[src/rtl/pmsmi_cfg.svh]
// constants of the mac-side media interface: offsets, fields, timing
// assumes a 10 MHz pclk and includers that use the named macros only
//
// What this block does
// - tx bits 0 and 1 carry transmit data in both interface modes.
// - fault input at 100 Mb/s in full mode, outside symbol mode, replaces the encoded word by the /H/ code.
// - fault input is ignored at 10 Mb/s.
// - symbol mode: the fault pin is bit 4 of each 5-bit symbol.
// - reduced mode leaves tx bit 4, tx clock and rx bits 2, 3 unused.
// - tx valid marks valid data: four bits full mode, two bits reduced.
// - full mode drives a tx clock that times the capture of tx data.
// - rx data on four bits in full mode, on bits 0 and 1 in reduced.
// - interface strap low picks full mode, high picks reduced mode.
// - three operating mode straps share rx bits 0, 1 and collision.
// - three address straps share rx bit 3, rx fault and rx clock.
// - pending interrupts pull the shared open-drain pin low.
// - straps are sampled at reset and on a restrap write to ctrl, then held.
// - rx valid is high while decoded data sits on the rx bits.
// - rx fault is high when the passing frame holds an error.
// - reduced 10 Mb/s: rx bits stay low until the start delimiter.
`ifndef PMSMI_CFG_SVH
`define PMSMI_CFG_SVH

// ==========================================================
// register map
`define PMSMI_ADDR_CTRL    8'h00
`define PMSMI_ADDR_STRAP   8'h04
`define PMSMI_ADDR_STATUS  8'h08
`define PMSMI_ADDR_MASK    8'h0C
`define PMSMI_CTRL_SPEED   0
`define PMSMI_CTRL_SYMBOL  1
`define PMSMI_CTRL_RESTRAP 2
`define PMSMI_SPEED_RST    1'h1
`define PMSMI_STRAP_W      8
`define PMSMI_STRAP_DONE   8
`define PMSMI_EVT_W        4
`define PMSMI_EVT_TX_START 0
`define PMSMI_EVT_TX_ERR   1
`define PMSMI_EVT_RX_END   2
`define PMSMI_EVT_RX_ERR   3

// ==========================================================
// line coding
`define PMSMI_SYM_H     5'h04
`define PMSMI_SYM_W     7'h05
`define PMSMI_ENC_TABLE 80'hEF37_ABDA_727B_96AA_D13E
`define PMSMI_SFD       8'hAB

// ==========================================================
// timing
`define PMSMI_CLK_NS      100
`define PMSMI_SETTLE_NS   400
`define PMSMI_SETTLE_CYC  ((`PMSMI_SETTLE_NS + `PMSMI_CLK_NS - 1) / `PMSMI_CLK_NS)
`define PMSMI_SETTLE_LAST 3'(`PMSMI_SETTLE_CYC - 1)

`endif

[src/rtl/pmsmi_pkg.sv]
// types shared by the media interface modules
// assumes nothing beyond a systemverilog compiler
package pmsmi_pkg;

  typedef enum logic {PMSMI_SETTLE, PMSMI_RUN} pmsmi_strap_state_type;

  typedef struct packed {
    logic       irq_sel;
    logic [2:0] addr;
    logic [2:0] op_mode;
    logic       reduced;
  } pmsmi_strap_type;

  typedef struct packed {
    logic                      link;
    logic                      fault;
    logic                      valid;
    logic [3:0]                bits;
    pmsmi_strap_type           strap;
  } pmsmi_pins_type;

endpackage

[src/rtl/pmsmi_tx_if.sv]
// bundle between the top and the transmit capture module
// assumes both ends run on pclk
`timescale 1ns/1ps
`default_nettype none
interface pmsmi_tx_if;
  logic       cap;
  logic       reduced;
  logic       speed100;
  logic       symbol;
  logic       tx_valid;
  logic       fault;
  logic [3:0] bits;
  logic [4:0] code;
  logic       strobe;
  logic       active;
  logic       start_evt;
  logic       err_evt;

  modport ctl (output cap, reduced, speed100, symbol, tx_valid, fault, bits,
               input code, strobe, active, start_evt, err_evt);
  modport tx  (input cap, reduced, speed100, symbol, tx_valid, fault, bits,
               output code, strobe, active, start_evt, err_evt);
endinterface
`default_nettype wire

[src/rtl/pmsmi_sync.sv]
// two-flop synchroniser for a bundle of pin inputs
// assumes the inputs are asynchronous to pclk
`timescale 1ns/1ps
`default_nettype none
module pmsmi_sync #(parameter int W = 1) (
  input  wire logic         pclk,
  input  wire logic         presetn,
  input  wire logic [W-1:0] d,
  output logic      [W-1:0] q
);
  logic [W-1:0] meta_ff;
  logic [W-1:0] q_ff;
  logic [W-1:0] nxt_meta;
  logic [W-1:0] nxt_q;

  always_comb begin
    nxt_meta = d;
    nxt_q    = meta_ff;
  end

  always_ff @(posedge pclk or negedge presetn) begin
    if (!presetn) begin
      meta_ff <= '0;
      q_ff    <= '0;
    end else begin
      meta_ff <= nxt_meta;
      q_ff    <= nxt_q;
    end
  end

  assign q = q_ff;
endmodule
`default_nettype wire

[src/rtl/pmsmi_tx.sv]
// transmit capture: nibble assembly, 4b/5b coding, error substitution
// assumes cap is a one-cycle pulse per link clock rising edge
`timescale 1ns/1ps
`default_nettype none
`include "pmsmi_cfg.svh"
module pmsmi_tx (
  input  wire logic pclk,
  input  wire logic presetn,
  pmsmi_tx_if.tx    t
);
  localparam logic [79:0] ENC = `PMSMI_ENC_TABLE;

  logic       half_ff, nxt_half;
  logic [1:0] low_ff, nxt_low;
  logic       prev_ff, nxt_prev;
  logic [4:0] code_ff, nxt_code;
  logic       strobe_ff, nxt_strobe;
  logic       start_ff, nxt_start;
  logic       err_ff, nxt_err;

  // ==========================================================
  // capture and coding
  always_comb begin
    logic [3:0] nib;
    nib        = t.bits;
    nxt_half   = half_ff;
    nxt_low    = low_ff;
    nxt_prev   = prev_ff;
    nxt_code   = code_ff;
    nxt_strobe = 1'h0;
    nxt_start  = 1'h0;
    nxt_err    = 1'h0;
    if (t.cap) begin
      nxt_prev  = t.tx_valid;
      nxt_start = t.tx_valid & ~prev_ff;
      if (!t.tx_valid) begin
        nxt_half = 1'h0;
      end else if (t.reduced && !half_ff) begin
        nxt_half = 1'h1;
        nxt_low  = t.bits[1:0];
      end else begin
        nxt_half   = 1'h0;
        nib        = t.reduced ? {t.bits[1:0], low_ff} : t.bits;
        nxt_strobe = 1'h1;
        if (!t.speed100) begin
          nxt_code = {1'h0, nib};
        end else if (t.symbol && !t.reduced) begin
          nxt_code = {t.fault, nib};
        end else if (t.fault && !t.reduced) begin
          nxt_code = `PMSMI_SYM_H;
          nxt_err  = 1'h1;
        end else begin
          nxt_code = ENC[{3'h0, nib} * `PMSMI_SYM_W +: 5];
        end
      end
    end
  end

  always_ff @(posedge pclk or negedge presetn) begin
    if (!presetn) begin
      half_ff   <= 1'h0;
      low_ff    <= 2'h0;
      prev_ff   <= 1'h0;
      code_ff   <= 5'h00;
      strobe_ff <= 1'h0;
      start_ff  <= 1'h0;
      err_ff    <= 1'h0;
    end else begin
      half_ff   <= nxt_half;
      low_ff    <= nxt_low;
      prev_ff   <= nxt_prev;
      code_ff   <= nxt_code;
      strobe_ff <= nxt_strobe;
      start_ff  <= nxt_start;
      err_ff    <= nxt_err;
    end
  end

  assign t.code      = code_ff;
  assign t.strobe    = strobe_ff;
  assign t.active    = prev_ff;
  assign t.start_evt = start_ff;
  assign t.err_evt   = err_ff;
endmodule
`default_nettype wire

[src/rtl/pmsmi_top.sv]
// mac-facing media interface: straps, transmit capture, receive pins, apb
// assumes apb master on pclk; pins and link clock asynchronous to pclk
`timescale 1ns/1ps
`default_nettype none
`include "pmsmi_cfg.svh"
module pmsmi_top (
  input  wire logic        pclk,
  input  wire logic        presetn,
  input  wire logic        psel,
  input  wire logic        penable,
  input  wire logic        pwrite,
  input  wire logic [7:0]  paddr,
  input  wire logic [31:0] pwdata,
  output logic      [31:0] prdata,
  output logic             pready,
  output logic             pslverr,
  output logic             irq,
  input  wire logic        link_clk,
  input  wire logic        tx_bit0_in,
  input  wire logic        tx_bit1_in,
  input  wire logic        tx_bit2_in,
  input  wire logic        tx_bit3_in,
  input  wire logic        tx_valid_in,
  input  wire logic        tx_fault_in,
  output logic             irq_out_low,
  output logic             irq_out_low_oe_n,
  output logic             tx_ref_clock_out,
  input  wire logic        irq_pin_function_strap,
  input  wire logic        op_mode_strap_0,
  output logic             rx_bit0_out,
  output logic             rx_bit0_oe_n,
  input  wire logic        op_mode_strap_1,
  output logic             rx_bit1_out,
  output logic             rx_bit1_oe_n,
  input  wire logic        reduced_interface_strap,
  output logic             rx_bit2_out,
  output logic             rx_bit2_oe_n,
  input  wire logic        mgmt_addr_strap_0,
  output logic             rx_bit3_out,
  output logic             rx_bit3_oe_n,
  input  wire logic        mgmt_addr_strap_1,
  output logic             rx_fault_out,
  output logic             rx_fault_oe_n,
  input  wire logic        mgmt_addr_strap_2,
  output logic             rx_ref_clock_out,
  output logic             rx_ref_clock_oe_n,
  input  wire logic        op_mode_strap_2,
  output logic             carrier_valid_combined_out,
  output logic             carrier_valid_combined_oe_n,
  output logic             rx_valid_out,
  input  wire logic [3:0]  line_rx_nibble,
  input  wire logic        line_rx_valid,
  input  wire logic        line_rx_error,
  input  wire logic        line_rx_carrier,
  input  wire logic        line_collision,
  output logic      [4:0]  tx_line_code,
  output logic             tx_line_strobe,
  output logic             tx_line_active
);
  // ==========================================================
  // pin synchronisers
  pmsmi_pkg::pmsmi_pins_type raw;
  pmsmi_pkg::pmsmi_pins_type s;

  always_comb begin
    raw               = '0;
    raw.link          = link_clk;
    raw.fault         = tx_fault_in;
    raw.valid         = tx_valid_in;
    raw.bits          = {tx_bit3_in, tx_bit2_in, tx_bit1_in, tx_bit0_in};
    raw.strap.irq_sel = irq_pin_function_strap;
    raw.strap.addr    = {mgmt_addr_strap_2, mgmt_addr_strap_1, mgmt_addr_strap_0};
    raw.strap.op_mode = {op_mode_strap_2, op_mode_strap_1, op_mode_strap_0};
    raw.strap.reduced = reduced_interface_strap;
  end

  pmsmi_sync #(.W($bits(pmsmi_pkg::pmsmi_pins_type))) u_sync (
    .pclk    (pclk),
    .presetn (presetn),
    .d       (raw),
    .q       (s)
  );

  // ==========================================================
  // strap sampling
  pmsmi_pkg::pmsmi_strap_state_type state_ff, nxt_state;
  pmsmi_pkg::pmsmi_strap_type       strap_ff, nxt_strap;
  logic [2:0]                       cnt_ff, nxt_cnt;
  logic                             run;
  logic                             restrap;

  always_comb begin
    nxt_state = state_ff;
    nxt_cnt   = cnt_ff;
    nxt_strap = strap_ff;
    case (state_ff)
      pmsmi_pkg::PMSMI_SETTLE: begin
        nxt_cnt = cnt_ff + 3'h1;
        if (cnt_ff == `PMSMI_SETTLE_LAST) begin
          nxt_strap = s.strap;
          nxt_cnt   = 3'h0;
          nxt_state = pmsmi_pkg::PMSMI_RUN;
        end
      end
      pmsmi_pkg::PMSMI_RUN: begin
        if (restrap) begin
          nxt_state = pmsmi_pkg::PMSMI_SETTLE;
        end
      end
      default: begin
        nxt_state = pmsmi_pkg::PMSMI_SETTLE;
      end
    endcase
  end

  always_ff @(posedge pclk or negedge presetn) begin
    if (!presetn) begin
      state_ff <= pmsmi_pkg::PMSMI_SETTLE;
      cnt_ff   <= 3'h0;
      strap_ff <= '0;
    end else begin
      state_ff <= nxt_state;
      cnt_ff   <= nxt_cnt;
      strap_ff <= nxt_strap;
    end
  end

  assign run = (state_ff == pmsmi_pkg::PMSMI_RUN);

  // ==========================================================
  // apb registers and interrupt
  logic                    setup;
  logic                    access;
  logic                    hit;
  logic [31:0]             rmux;
  logic [31:0]             prdata_ff, nxt_prdata;
  logic                    speed_ff, nxt_speed;
  logic                    symbol_ff, nxt_symbol;
  logic [`PMSMI_EVT_W-1:0] mask_ff, nxt_mask;
  logic [`PMSMI_EVT_W-1:0] status_ff, nxt_status;
  logic [`PMSMI_EVT_W-1:0] set;
  logic [`PMSMI_EVT_W-1:0] clr;
  logic                    irq_ff, nxt_irq;

  assign setup  = psel & ~penable;
  assign access = psel & penable;

  always_comb begin
    rmux = 32'h0;
    hit  = 1'h1;
    case (paddr)
      `PMSMI_ADDR_CTRL: begin
        rmux[`PMSMI_CTRL_SPEED]  = speed_ff;
        rmux[`PMSMI_CTRL_SYMBOL] = symbol_ff;
      end
      `PMSMI_ADDR_STRAP: begin
        rmux[`PMSMI_STRAP_W-1:0] = strap_ff;
        rmux[`PMSMI_STRAP_DONE]  = run;
      end
      `PMSMI_ADDR_STATUS: rmux[`PMSMI_EVT_W-1:0] = status_ff;
      `PMSMI_ADDR_MASK:   rmux[`PMSMI_EVT_W-1:0] = mask_ff;
      default:            hit = 1'h0;
    endcase
  end

  assign restrap = access & pwrite & (paddr == `PMSMI_ADDR_CTRL)
                   & pwdata[`PMSMI_CTRL_RESTRAP];

  always_comb begin
    nxt_prdata = setup ? rmux : prdata_ff;
    nxt_speed  = speed_ff;
    nxt_symbol = symbol_ff;
    nxt_mask   = mask_ff;
    clr        = '0;
    if (access && pwrite && paddr == `PMSMI_ADDR_CTRL) begin
      nxt_speed  = pwdata[`PMSMI_CTRL_SPEED];
      nxt_symbol = pwdata[`PMSMI_CTRL_SYMBOL];
    end
    if (access && pwrite && paddr == `PMSMI_ADDR_MASK) begin
      nxt_mask = pwdata[`PMSMI_EVT_W-1:0];
    end
    if (access && !pwrite && paddr == `PMSMI_ADDR_STATUS) begin
      clr = prdata_ff[`PMSMI_EVT_W-1:0];
    end
    nxt_status = (status_ff & ~clr) | set;
    nxt_irq    = |(nxt_status & nxt_mask);
  end

  always_ff @(posedge pclk or negedge presetn) begin
    if (!presetn) begin
      prdata_ff <= 32'h0;
      speed_ff  <= `PMSMI_SPEED_RST;
      symbol_ff <= 1'h0;
      mask_ff   <= '0;
      status_ff <= '0;
      irq_ff    <= 1'h0;
    end else begin
      prdata_ff <= nxt_prdata;
      speed_ff  <= nxt_speed;
      symbol_ff <= nxt_symbol;
      mask_ff   <= nxt_mask;
      status_ff <= nxt_status;
      irq_ff    <= nxt_irq;
    end
  end

  assign prdata  = prdata_ff;
  assign pready  = 1'h1;
  assign pslverr = access & ~hit;
  assign irq     = irq_ff;

  // ==========================================================
  // transmit side
  pmsmi_tx_if u_if ();
  logic       edge_p;

  assign u_if.cap      = edge_p & run;
  assign u_if.reduced  = strap_ff.reduced;
  assign u_if.speed100 = speed_ff;
  assign u_if.symbol   = symbol_ff;
  assign u_if.tx_valid = s.valid;
  assign u_if.bits     = s.bits;
  assign u_if.fault    = s.fault & ~strap_ff.irq_sel;

  pmsmi_tx u_tx (
    .pclk    (pclk),
    .presetn (presetn),
    .t       (u_if.tx)
  );

  assign tx_line_code   = u_if.code;
  assign tx_line_strobe = u_if.strobe;
  assign tx_line_active = u_if.active;

  // ==========================================================
  // receive side and link clock
  logic       link_prev_ff, nxt_link_prev;
  logic       clk_ff, nxt_clk;
  logic [3:0] rxd_ff, nxt_rxd;
  logic       rxv_ff, nxt_rxv;
  logic       rxe_ff, nxt_rxe;
  logic       cvc_ff, nxt_cvc;
  logic [7:0] sr_ff, nxt_sr;
  logic       sfd_ff, nxt_sfd;

  assign edge_p = s.link & ~link_prev_ff;

  always_comb begin
    logic [7:0] shifted;
    shifted       = {line_rx_nibble[1:0], sr_ff[7:2]};
    nxt_link_prev = s.link;
    nxt_clk       = run & ~strap_ff.reduced & s.link;
    nxt_rxd       = rxd_ff;
    nxt_rxv       = rxv_ff;
    nxt_rxe       = rxe_ff;
    nxt_cvc       = cvc_ff;
    nxt_sr        = sr_ff;
    nxt_sfd       = sfd_ff;
    if (!run) begin
      nxt_rxd = 4'h0;
      nxt_rxv = 1'h0;
      nxt_rxe = 1'h0;
      nxt_cvc = 1'h0;
      nxt_sr  = 8'h00;
      nxt_sfd = 1'h0;
    end else if (edge_p) begin
      nxt_rxv = line_rx_valid;
      nxt_rxe = line_rx_error & line_rx_valid;
      if (strap_ff.reduced) begin
        nxt_cvc = line_rx_carrier | line_rx_valid;
        nxt_sr  = line_rx_carrier ? shifted : 8'h00;
        nxt_sfd = line_rx_carrier & (sfd_ff | (shifted == `PMSMI_SFD));
        nxt_rxd = (speed_ff | sfd_ff) ? {2'h0, line_rx_nibble[1:0]} : 4'h0;
      end else begin
        nxt_cvc = line_collision;
        nxt_rxd = line_rx_nibble;
      end
    end
  end

  always_ff @(posedge pclk or negedge presetn) begin
    if (!presetn) begin
      link_prev_ff <= 1'h0;
      clk_ff       <= 1'h0;
      rxd_ff       <= 4'h0;
      rxv_ff       <= 1'h0;
      rxe_ff       <= 1'h0;
      cvc_ff       <= 1'h0;
      sr_ff        <= 8'h00;
      sfd_ff       <= 1'h0;
    end else begin
      link_prev_ff <= nxt_link_prev;
      clk_ff       <= nxt_clk;
      rxd_ff       <= nxt_rxd;
      rxv_ff       <= nxt_rxv;
      rxe_ff       <= nxt_rxe;
      cvc_ff       <= nxt_cvc;
      sr_ff        <= nxt_sr;
      sfd_ff       <= nxt_sfd;
    end
  end

  always_comb begin
    set                      = '0;
    set[`PMSMI_EVT_TX_START] = u_if.start_evt;
    set[`PMSMI_EVT_TX_ERR]   = u_if.err_evt;
    set[`PMSMI_EVT_RX_END]   = edge_p & run & rxv_ff & ~line_rx_valid;
    set[`PMSMI_EVT_RX_ERR]   = edge_p & run & line_rx_error & line_rx_valid;
  end

  // ==========================================================
  // pin drivers
  assign tx_ref_clock_out            = clk_ff;
  assign rx_ref_clock_out            = clk_ff;
  assign rx_bit0_out                 = rxd_ff[0];
  assign rx_bit1_out                 = rxd_ff[1];
  assign rx_bit2_out                 = rxd_ff[2];
  assign rx_bit3_out                 = rxd_ff[3];
  assign rx_fault_out                = rxe_ff;
  assign rx_valid_out                = rxv_ff;
  assign carrier_valid_combined_out  = cvc_ff;
  assign rx_bit0_oe_n                = ~run;
  assign rx_bit1_oe_n                = ~run;
  assign rx_bit2_oe_n                = ~run | strap_ff.reduced;
  assign rx_bit3_oe_n                = ~run | strap_ff.reduced;
  assign rx_fault_oe_n               = ~run;
  assign rx_ref_clock_oe_n           = ~run | strap_ff.reduced;
  assign carrier_valid_combined_oe_n = ~run;
  assign irq_out_low                 = 1'h0;
  assign irq_out_low_oe_n            = ~(irq_ff & strap_ff.irq_sel & run);
endmodule
`default_nettype wire

[config.mk]
export PLATFORM = sky130hd
export DESIGN_NAME = pmsmi_top
export DESIGN_NICKNAME = d
export VERILOG_FILES = /design/src/rtl/pmsmi_pkg.sv /design/src/rtl/pmsmi_tx_if.sv /design/src/rtl/pmsmi_sync.sv /design/src/rtl/pmsmi_tx.sv /design/src/rtl/pmsmi_top.sv
export VERILOG_INCLUDE_DIRS = /design/src /design/src/rtl
export SDC_FILE = /design/constraint.sdc
export NUM_CORES = 1
export LEC_CHECK = 0
export ABC_AREA = 1
export ABC_CLOCK_PERIOD_IN_PS = 1900
export BUFFER_PORTS_ARGS = -buffer_cell sky130_fd_sc_hd__buf_2
export CAP_MARGIN = 25
export CORE_MARGIN = 5
export CORE_UTILIZATION = 45
export CTS_CLUSTER_DIAMETER = 200
export DETAILED_ROUTE_END_ITERATION = 12
export GPL_ROUTABILITY_DRIVEN = 0
export HOLD_SLACK_MARGIN = 0.1
export PLACE_DENSITY = 0.85
export SKIP_CTS_REPAIR_TIMING = 1
export SLEW_MARGIN = 15
export SYNTH_ARGS = -nofsm -noshare
export SYNTH_HDL_FRONTEND = slang
export SYNTH_SLANG_ARGS = --single-unit
[constraint.sdc]
create_clock -name pclk -period 1.9 [get_ports pclk]
set_clock_uncertainty 0.1 [all_clocks]
set_input_delay 0.095 -clock pclk [delete_from_list [all_inputs] [get_ports pclk]]
set_output_delay 0.095 -clock pclk [all_outputs]
set_load 0.03 [all_outputs]
# Yosys cells after proc, flatten, opt, wreduce, memory -nomap -nowiden
# Index checks and enable logic that the tools add are counted.
op_classes:
  order_cmp: 0
  n_eq_ne: 7
  n_addsub: 1
  muxes: 44
  multipliers: 1
  shift: 1
  div: 0
  bitwise: 38
  n_reduce_logical: 18
op_table:
  columns: ["operator", "n"]
  rows:
  - ["variable part select 80 x 8 -> 5 bit, first input constant", 1]
  - ["two-way mux 8 bit", 4]
  - ["two-way mux 1 bit", 25]
  - ["two-way mux 4 bit", 6]
  - ["AND 1 bit", 20]
  - ["two-way mux 5 bit", 4]
  - ["== test 8 x 4 -> 1 bit, second input constant", 2]
  - ["inverter 1 bit", 10]
  - ["AND 4 bit", 2]
  - ["== test 8 x 3 -> 1 bit, second input constant", 1]
  - ["== test 8 bit, second input constant", 1]
  - ["logical AND 1 bit", 8]
  - ["zero test 8 bit", 1]
  - ["case mux 2 bit (4 select lines)", 1]
  - ["OR reduction 4 bit", 2]
  - ["multiplier 4 x 3 -> 7 bit, second input constant", 1]
  - ["case mux 2 bit (3 select lines)", 1]
  - ["AND reduction 3 bit", 2]
  - ["inequality test 2 x 1 -> 1 bit, second input constant", 2]
  - ["inverter 4 bit", 1]
  - ["OR 1 bit", 4]
  - ["OR 4 bit", 1]
  - ["AND reduction 2 bit", 2]
  - ["adder 3 x 1 -> 3 bit, second input constant", 1]
  - ["other kinds (5)", 7]
word_totals:
  input_bits: 68
  n_memories: 0
  out_inout_bits: 60
  ff_bits: 92
  mem_bits_rw: 0
  wordCells: 139
  latch_bits: 0
  rom_bits: 0

# Logic depth before layout (Yosys ltp)
logic_depth:
  ltp_word: 9
  mapped_depth: 11
  ltp_nobuf: 11

# Hierarchy
# From an unflattened synthesis, not the netlist that was laid out.
hier_totals:
  cells_unflattened: 394
  hier_area_um2: 3898.7
modules_own_cells:
  columns: ["module", "area_each_um2", "seq_area_each_um2", "cells_per_inst", "n_inst"]
  rows:
  - ["pmsmi_top", 2471.1, 1202.4, 274, 1]
  - ["pmsmi_sync", 750.7, 750.7, 30, 1]
  - ["pmsmi_tx", 676.9, 300.3, 90, 1]

# Least setup slack after synthesis
# No wires, ideal clock.
synth_path:
  kind: "register to register"
  from: "register strap_ff (netlist bit u_if.reduced)"
  to: "register u_tx.code_ff[1] (netlist: u_tx.t.code[1])"
  required_time_ps: 1682
  path_stages_with_launch: 8
  n_path_buf: 1
  setup_time_ps: 118
  t_arrival_ps: 1291
  slack_ps: 391
  synth_period_minus_slack_ps: 1509
  path_cell_list: "dfrtp_1 buf_2 o21ai_0 nand2_1 o21ai_0 nand2_1 nand4_1 nand2_1"
synth_via:
  elab_chain_cells: 6
  elab_cells_between_ends: 12
  classes_between: "1 x mul; 1 x shift; 4 x mux; 1 x bitwise; 5 x reduce/logical"
synth_lines:
  columns: ["element", "line", "source"]
  rows:
  - ["start: declaration", "pmsmi_top.sv:87", "pmsmi_pkg::pmsmi_strap_type strap_ff, nxt_strap;"]
  - ["start signal: assignment", "pmsmi_top.sv:124", "strap_ff <= nxt_strap;"]
  - ["two-way mux 4 bit", "pmsmi_tx.sv:43", "nib = t.reduced ? {t.bits[1:0], low_ff} : t.bits;"]
  - ["multiplier 4 x 3 -> 7 bit (no source line)", null, null]
  - ["variable part select 80 x 8 -> 5 bit", "pmsmi_tx.sv:53", "nxt_code = ENC[{3'h0, nib} * `PMSMI_SYM_W +: 5];"]
  - ["two-way mux 5 bit", "pmsmi_tx.sv:49", "end else if (t.fault && !t.reduced) begin"]
  - ["two-way mux 5 bit", "pmsmi_tx.sv:47", "end else if (t.symbol && !t.reduced) begin"]
  - ["two-way mux 5 bit", "pmsmi_tx.sv:45", "if (!t.speed100) begin"]
  - ["end signal: assignment", "pmsmi_tx.sv:72", "code_ff <= nxt_code;"]
  - ["end: declaration", "pmsmi_tx.sv:16", "logic [4:0] code_ff, nxt_code;"]
# Parallel ways exist; a longest one is shown, timed or not.
# A chain may end at the register's enable or synchronous reset.

# Worst setup path in the final report
layout_path:
  from: "input paddr[2]"
  to: "register speed_ff"
layout_via:
  elab_chain_cells: 2
layout_lines:
  columns: ["element", "line", "source"]
  rows:
  - ["start: declaration", "pmsmi_top.sv:12", "input wire logic [7:0] paddr,"]
  - ["zero test 8 bit", null, null]
  - ["logical AND 1 bit (no source line)", null, null]
  - ["end signal: assignment", "pmsmi_top.sv:192", "speed_ff <= `PMSMI_SPEED_RST;"]
  - ["end signal: assignment", "pmsmi_top.sv:199", "speed_ff <= nxt_speed;"]
  - ["end: declaration", "pmsmi_top.sv:137", "logic speed_ff, nxt_speed;"]
# Every way passes these cells.

==> flow_summary.json <==
{
  "timing.final.crit_share_pct": 95.5,
  "power_frac_seq_pct": 54.3,
  "rsz0062_at_grt": "false",
  "hold_viol": 0,
  "ioPinCount": 128,
  "combPwrFrac_pct": 13.8,
  "outcome": "complete, no violations",
  "drv_slew": 0,
  "hp-class": "primary input to register",
  "final_nets": 583,
  "cts_sinks": 90,
  "hp-start": "paddr[3]",
  "drv_cap": 0,
  "power.density_nw_per_um2": 822,
  "switching_share_pct": 29.6,
  "via_per_inst": 4.71,
  "grt_pass1_wl_um": 12800,
  "final_util_pct": 57.8,
  "clockBufferDepth": 2,
  "r2r_start": "u_if.reduced$_DFFE_PN0P_",
  "synth_area_um2": 3730,
  "final_layout_size_suffix_gt1_share_pct": 22.5,
  "port_buffers": 74,
  "cp-startpoint": "paddr[2]",
  "cp-start-kind": "primary input",
  "yosysUniqueCellTypes": 28,
  "fillers": 695,
  "fp.dieW_um": 101,
  "antenna_found_initial": 0,
  "p_switching_uw": 1150,
  "num_vias": 2937,
  "clock.fmax_mhz": 551,
  "wl_per_cell_um": 12.9,
  "crit_required_ps": 2100,
  "final_cell_mix": "nand2_1 (111), dfrtp_1 (88), buf_2 (73)",
  "ys_ff_latch": 90,
  "dieArea_um2": 10200,
  "clkPwrFrac_pct": 32.0,
  "postRouteAntennaNets": 0,
  "dp_hpwl_um": 5820,
  "drc_errors": 0,
  "final_common_cell": "nand2_1",
  "ir_drop_v": 0.000426,
  "initial_core_util_pct": 45.8,
  "insertion_delay_ps": 360,
  "p_leak_uw": 0.00247,
  "crit_arrival_ps": 2010,
  "core_um2": 8130,
  "area_delta_synth_final_pct": 26.2,
  "relSlewSlack_pct": 64.0,
  "rows": 33,
  "drt_iter0_markers": 170,
  "h-tree-depth": 3,
  "cts_tree": "yes",
  "drt_first_pass_iters": 4,
  "end_kind": "register",
  "worst-path-max-fanout": 5,
  "dpl_worst_slack_ps": 201,
  "cts-root-buf": "clkbuf_8",
  "yosysWarnings": 0,
  "p_int_uw": 2720,
  "first_global_vias": 2676,
  "synthCells": 395,
  "wl_um": 8030,
  "ys_seq_area_share_pct": 60.5,
  "critPathKind": "primary input to register",
  "diodes": 0,
  "cts_made_buffers": 9,
  "syn_area_per_cell_um2": 9.43,
  "layout_min_cycle_time_ps": 1820,
  "finalWorstSetupSlack_ps": 84.9,
  "tightestPinTransition_ps": 540,
  "die_h_um": 101,
  "clk_pin_slew_ps": 90,
  "overflow": 0,
  "grt_max_degree": 43,
  "finalSetupViolations": 0,
  "grt_use_total_pct": 16.0
}
==> worst max-delay path: stages <==
cell           delay, ps
buf_2                120
dlygate4sd3_1        550
nor2_1               310
nand2_1              160
a21oi_1              190
dlygate4sd3_1        580
==> state kept, by name, indices dropped and copies added, names as in the netlist, 2 cells and up <==
| signal | flops |
|---|---|
| u_sync.meta_ff | 15 |
| u_sync.q | 15 |
| prdata | 9 |
| strap_ff | 7 |
| sr_ff | 6 |
| u_tx.t.code | 5 |
| mask_ff | 4 |
| rxd_ff | 4 |
| status_ff | 4 |
| cnt_ff | 3 |
| u_tx.low_ff | 2 |
==> Yosys cell counts, drive strengths merged <==
master	n	area [um2]
nand2	112	423
dfrtp	89	2230
inv	37	139
buf	34	248
nor2	32	140
nand3	30	150
o21ai	24	120
a21oi	10	50.1
mux2	6	67.6
nor3	4	25.0
o31ai	3	22.5
a32o	2	20.0
conb	2	7.51
nand4	2	12.5
nor4	2	12.5
a22oi	1	7.51
clkbuf	1	3.75
clkinv	1	3.75
dfstp	1	26.3
ha	1	12.5
o211ai	1	7.51
==> power by group through the flow <==
stage / Combinational (uW) / Sequential (uW) / Clock [uW]
4_1_cts: 486 / 2100 / 1270
3_5_place_dp: 484 / 2140 / 0
6_report: 533 / 2100 / 1240
2_1_floorplan: 259 / 2210 / 0
3_3_place_gp: 472 / 2130 / 0
5_1_grt: 590 / 2120 / 1370
==> per-stage QoR <==
stage | instance area (um2) | std cells | hold slack [ps] | TNS (ps) | total power (uW)
6_report | 4700 | 624 | 96.6 | 0 | 3870
3_5_place_dp | 4160 | 573 | 3.20 | 0 | 2620
4_1_cts | 4350 | 589 | -388 | -141 | 3850
5_1_grt | 4700 | 624 | 103 | 0 | 4080
3_3_place_gp | 4160 | 573 | -0.585 | 0 | 2600
2_1_floorplan | 3810 | 418 | -301 | 0 | 2470
==> final cells by class <==
type / count / area (um2) / share of cell area [%]
repair buffers: 120 / 818 / 17.4
well taps: 105 / 131 / 2.79
multi-input cells: 255 / 1160 / 24.8
clock buffers: 9 / 124 / 2.63
flip-flops and latches: 90 / 2250 / 47.9
inverters: 38 / 143 / 3.03
clock inverters: 7 / 67.6 / 1.44
==> final timing paths <==
path / depth (start not counted) / slack, ps / endpoint
max: 6 / 80 / speed_ff$_DFFE_PN1N_
min: 5 / 100 / mask_ff[1]$_DFF_PN0_
max reg2reg: 6 / 230 / u_tx.t.code[1]$_DFFE_PN0P_
min reg2reg: 0 / 240 / u_sync.q[7]$_DFF_PN0_
max in group asynchronous: 3 / 970 / u_sync.q[6]$_DFF_PN0_
min in group asynchronous: 2 / 150 / rx_ref_clock_out$_DFF_PN0_
==> per-layer routing <==
layer,track usage [%],up-vias,share of wire (%)
met3,4.78,6,7.7
met2,25.6,109,50
li1,-,1441,-
met5,0,-,0
met4,4.40,0,0.64
met1,21.1,1381,41
==> cells by family (layout without fill, tap and decap cells) <==
| family | count (synthesis) | after routing | synth area share (%) |
|---|---|---|---|
| other | 2 | 25 | 0.202 |
| AND/OR/NAND/NOR | 182 | 182 | 20.5 |
| AO/OA/AOI/OAI | 41 | 41 | 6.11 |
| buffers and inverters | 73 | 174 | 10.6 |
| multiplexers | 6 | 6 | 1.81 |
| adder cells (fa/ha/maj) | 1 | 1 | 0.336 |
| flip-flops | 90 | 90 | 60.5 |
(Power assumes the default switching activity.)
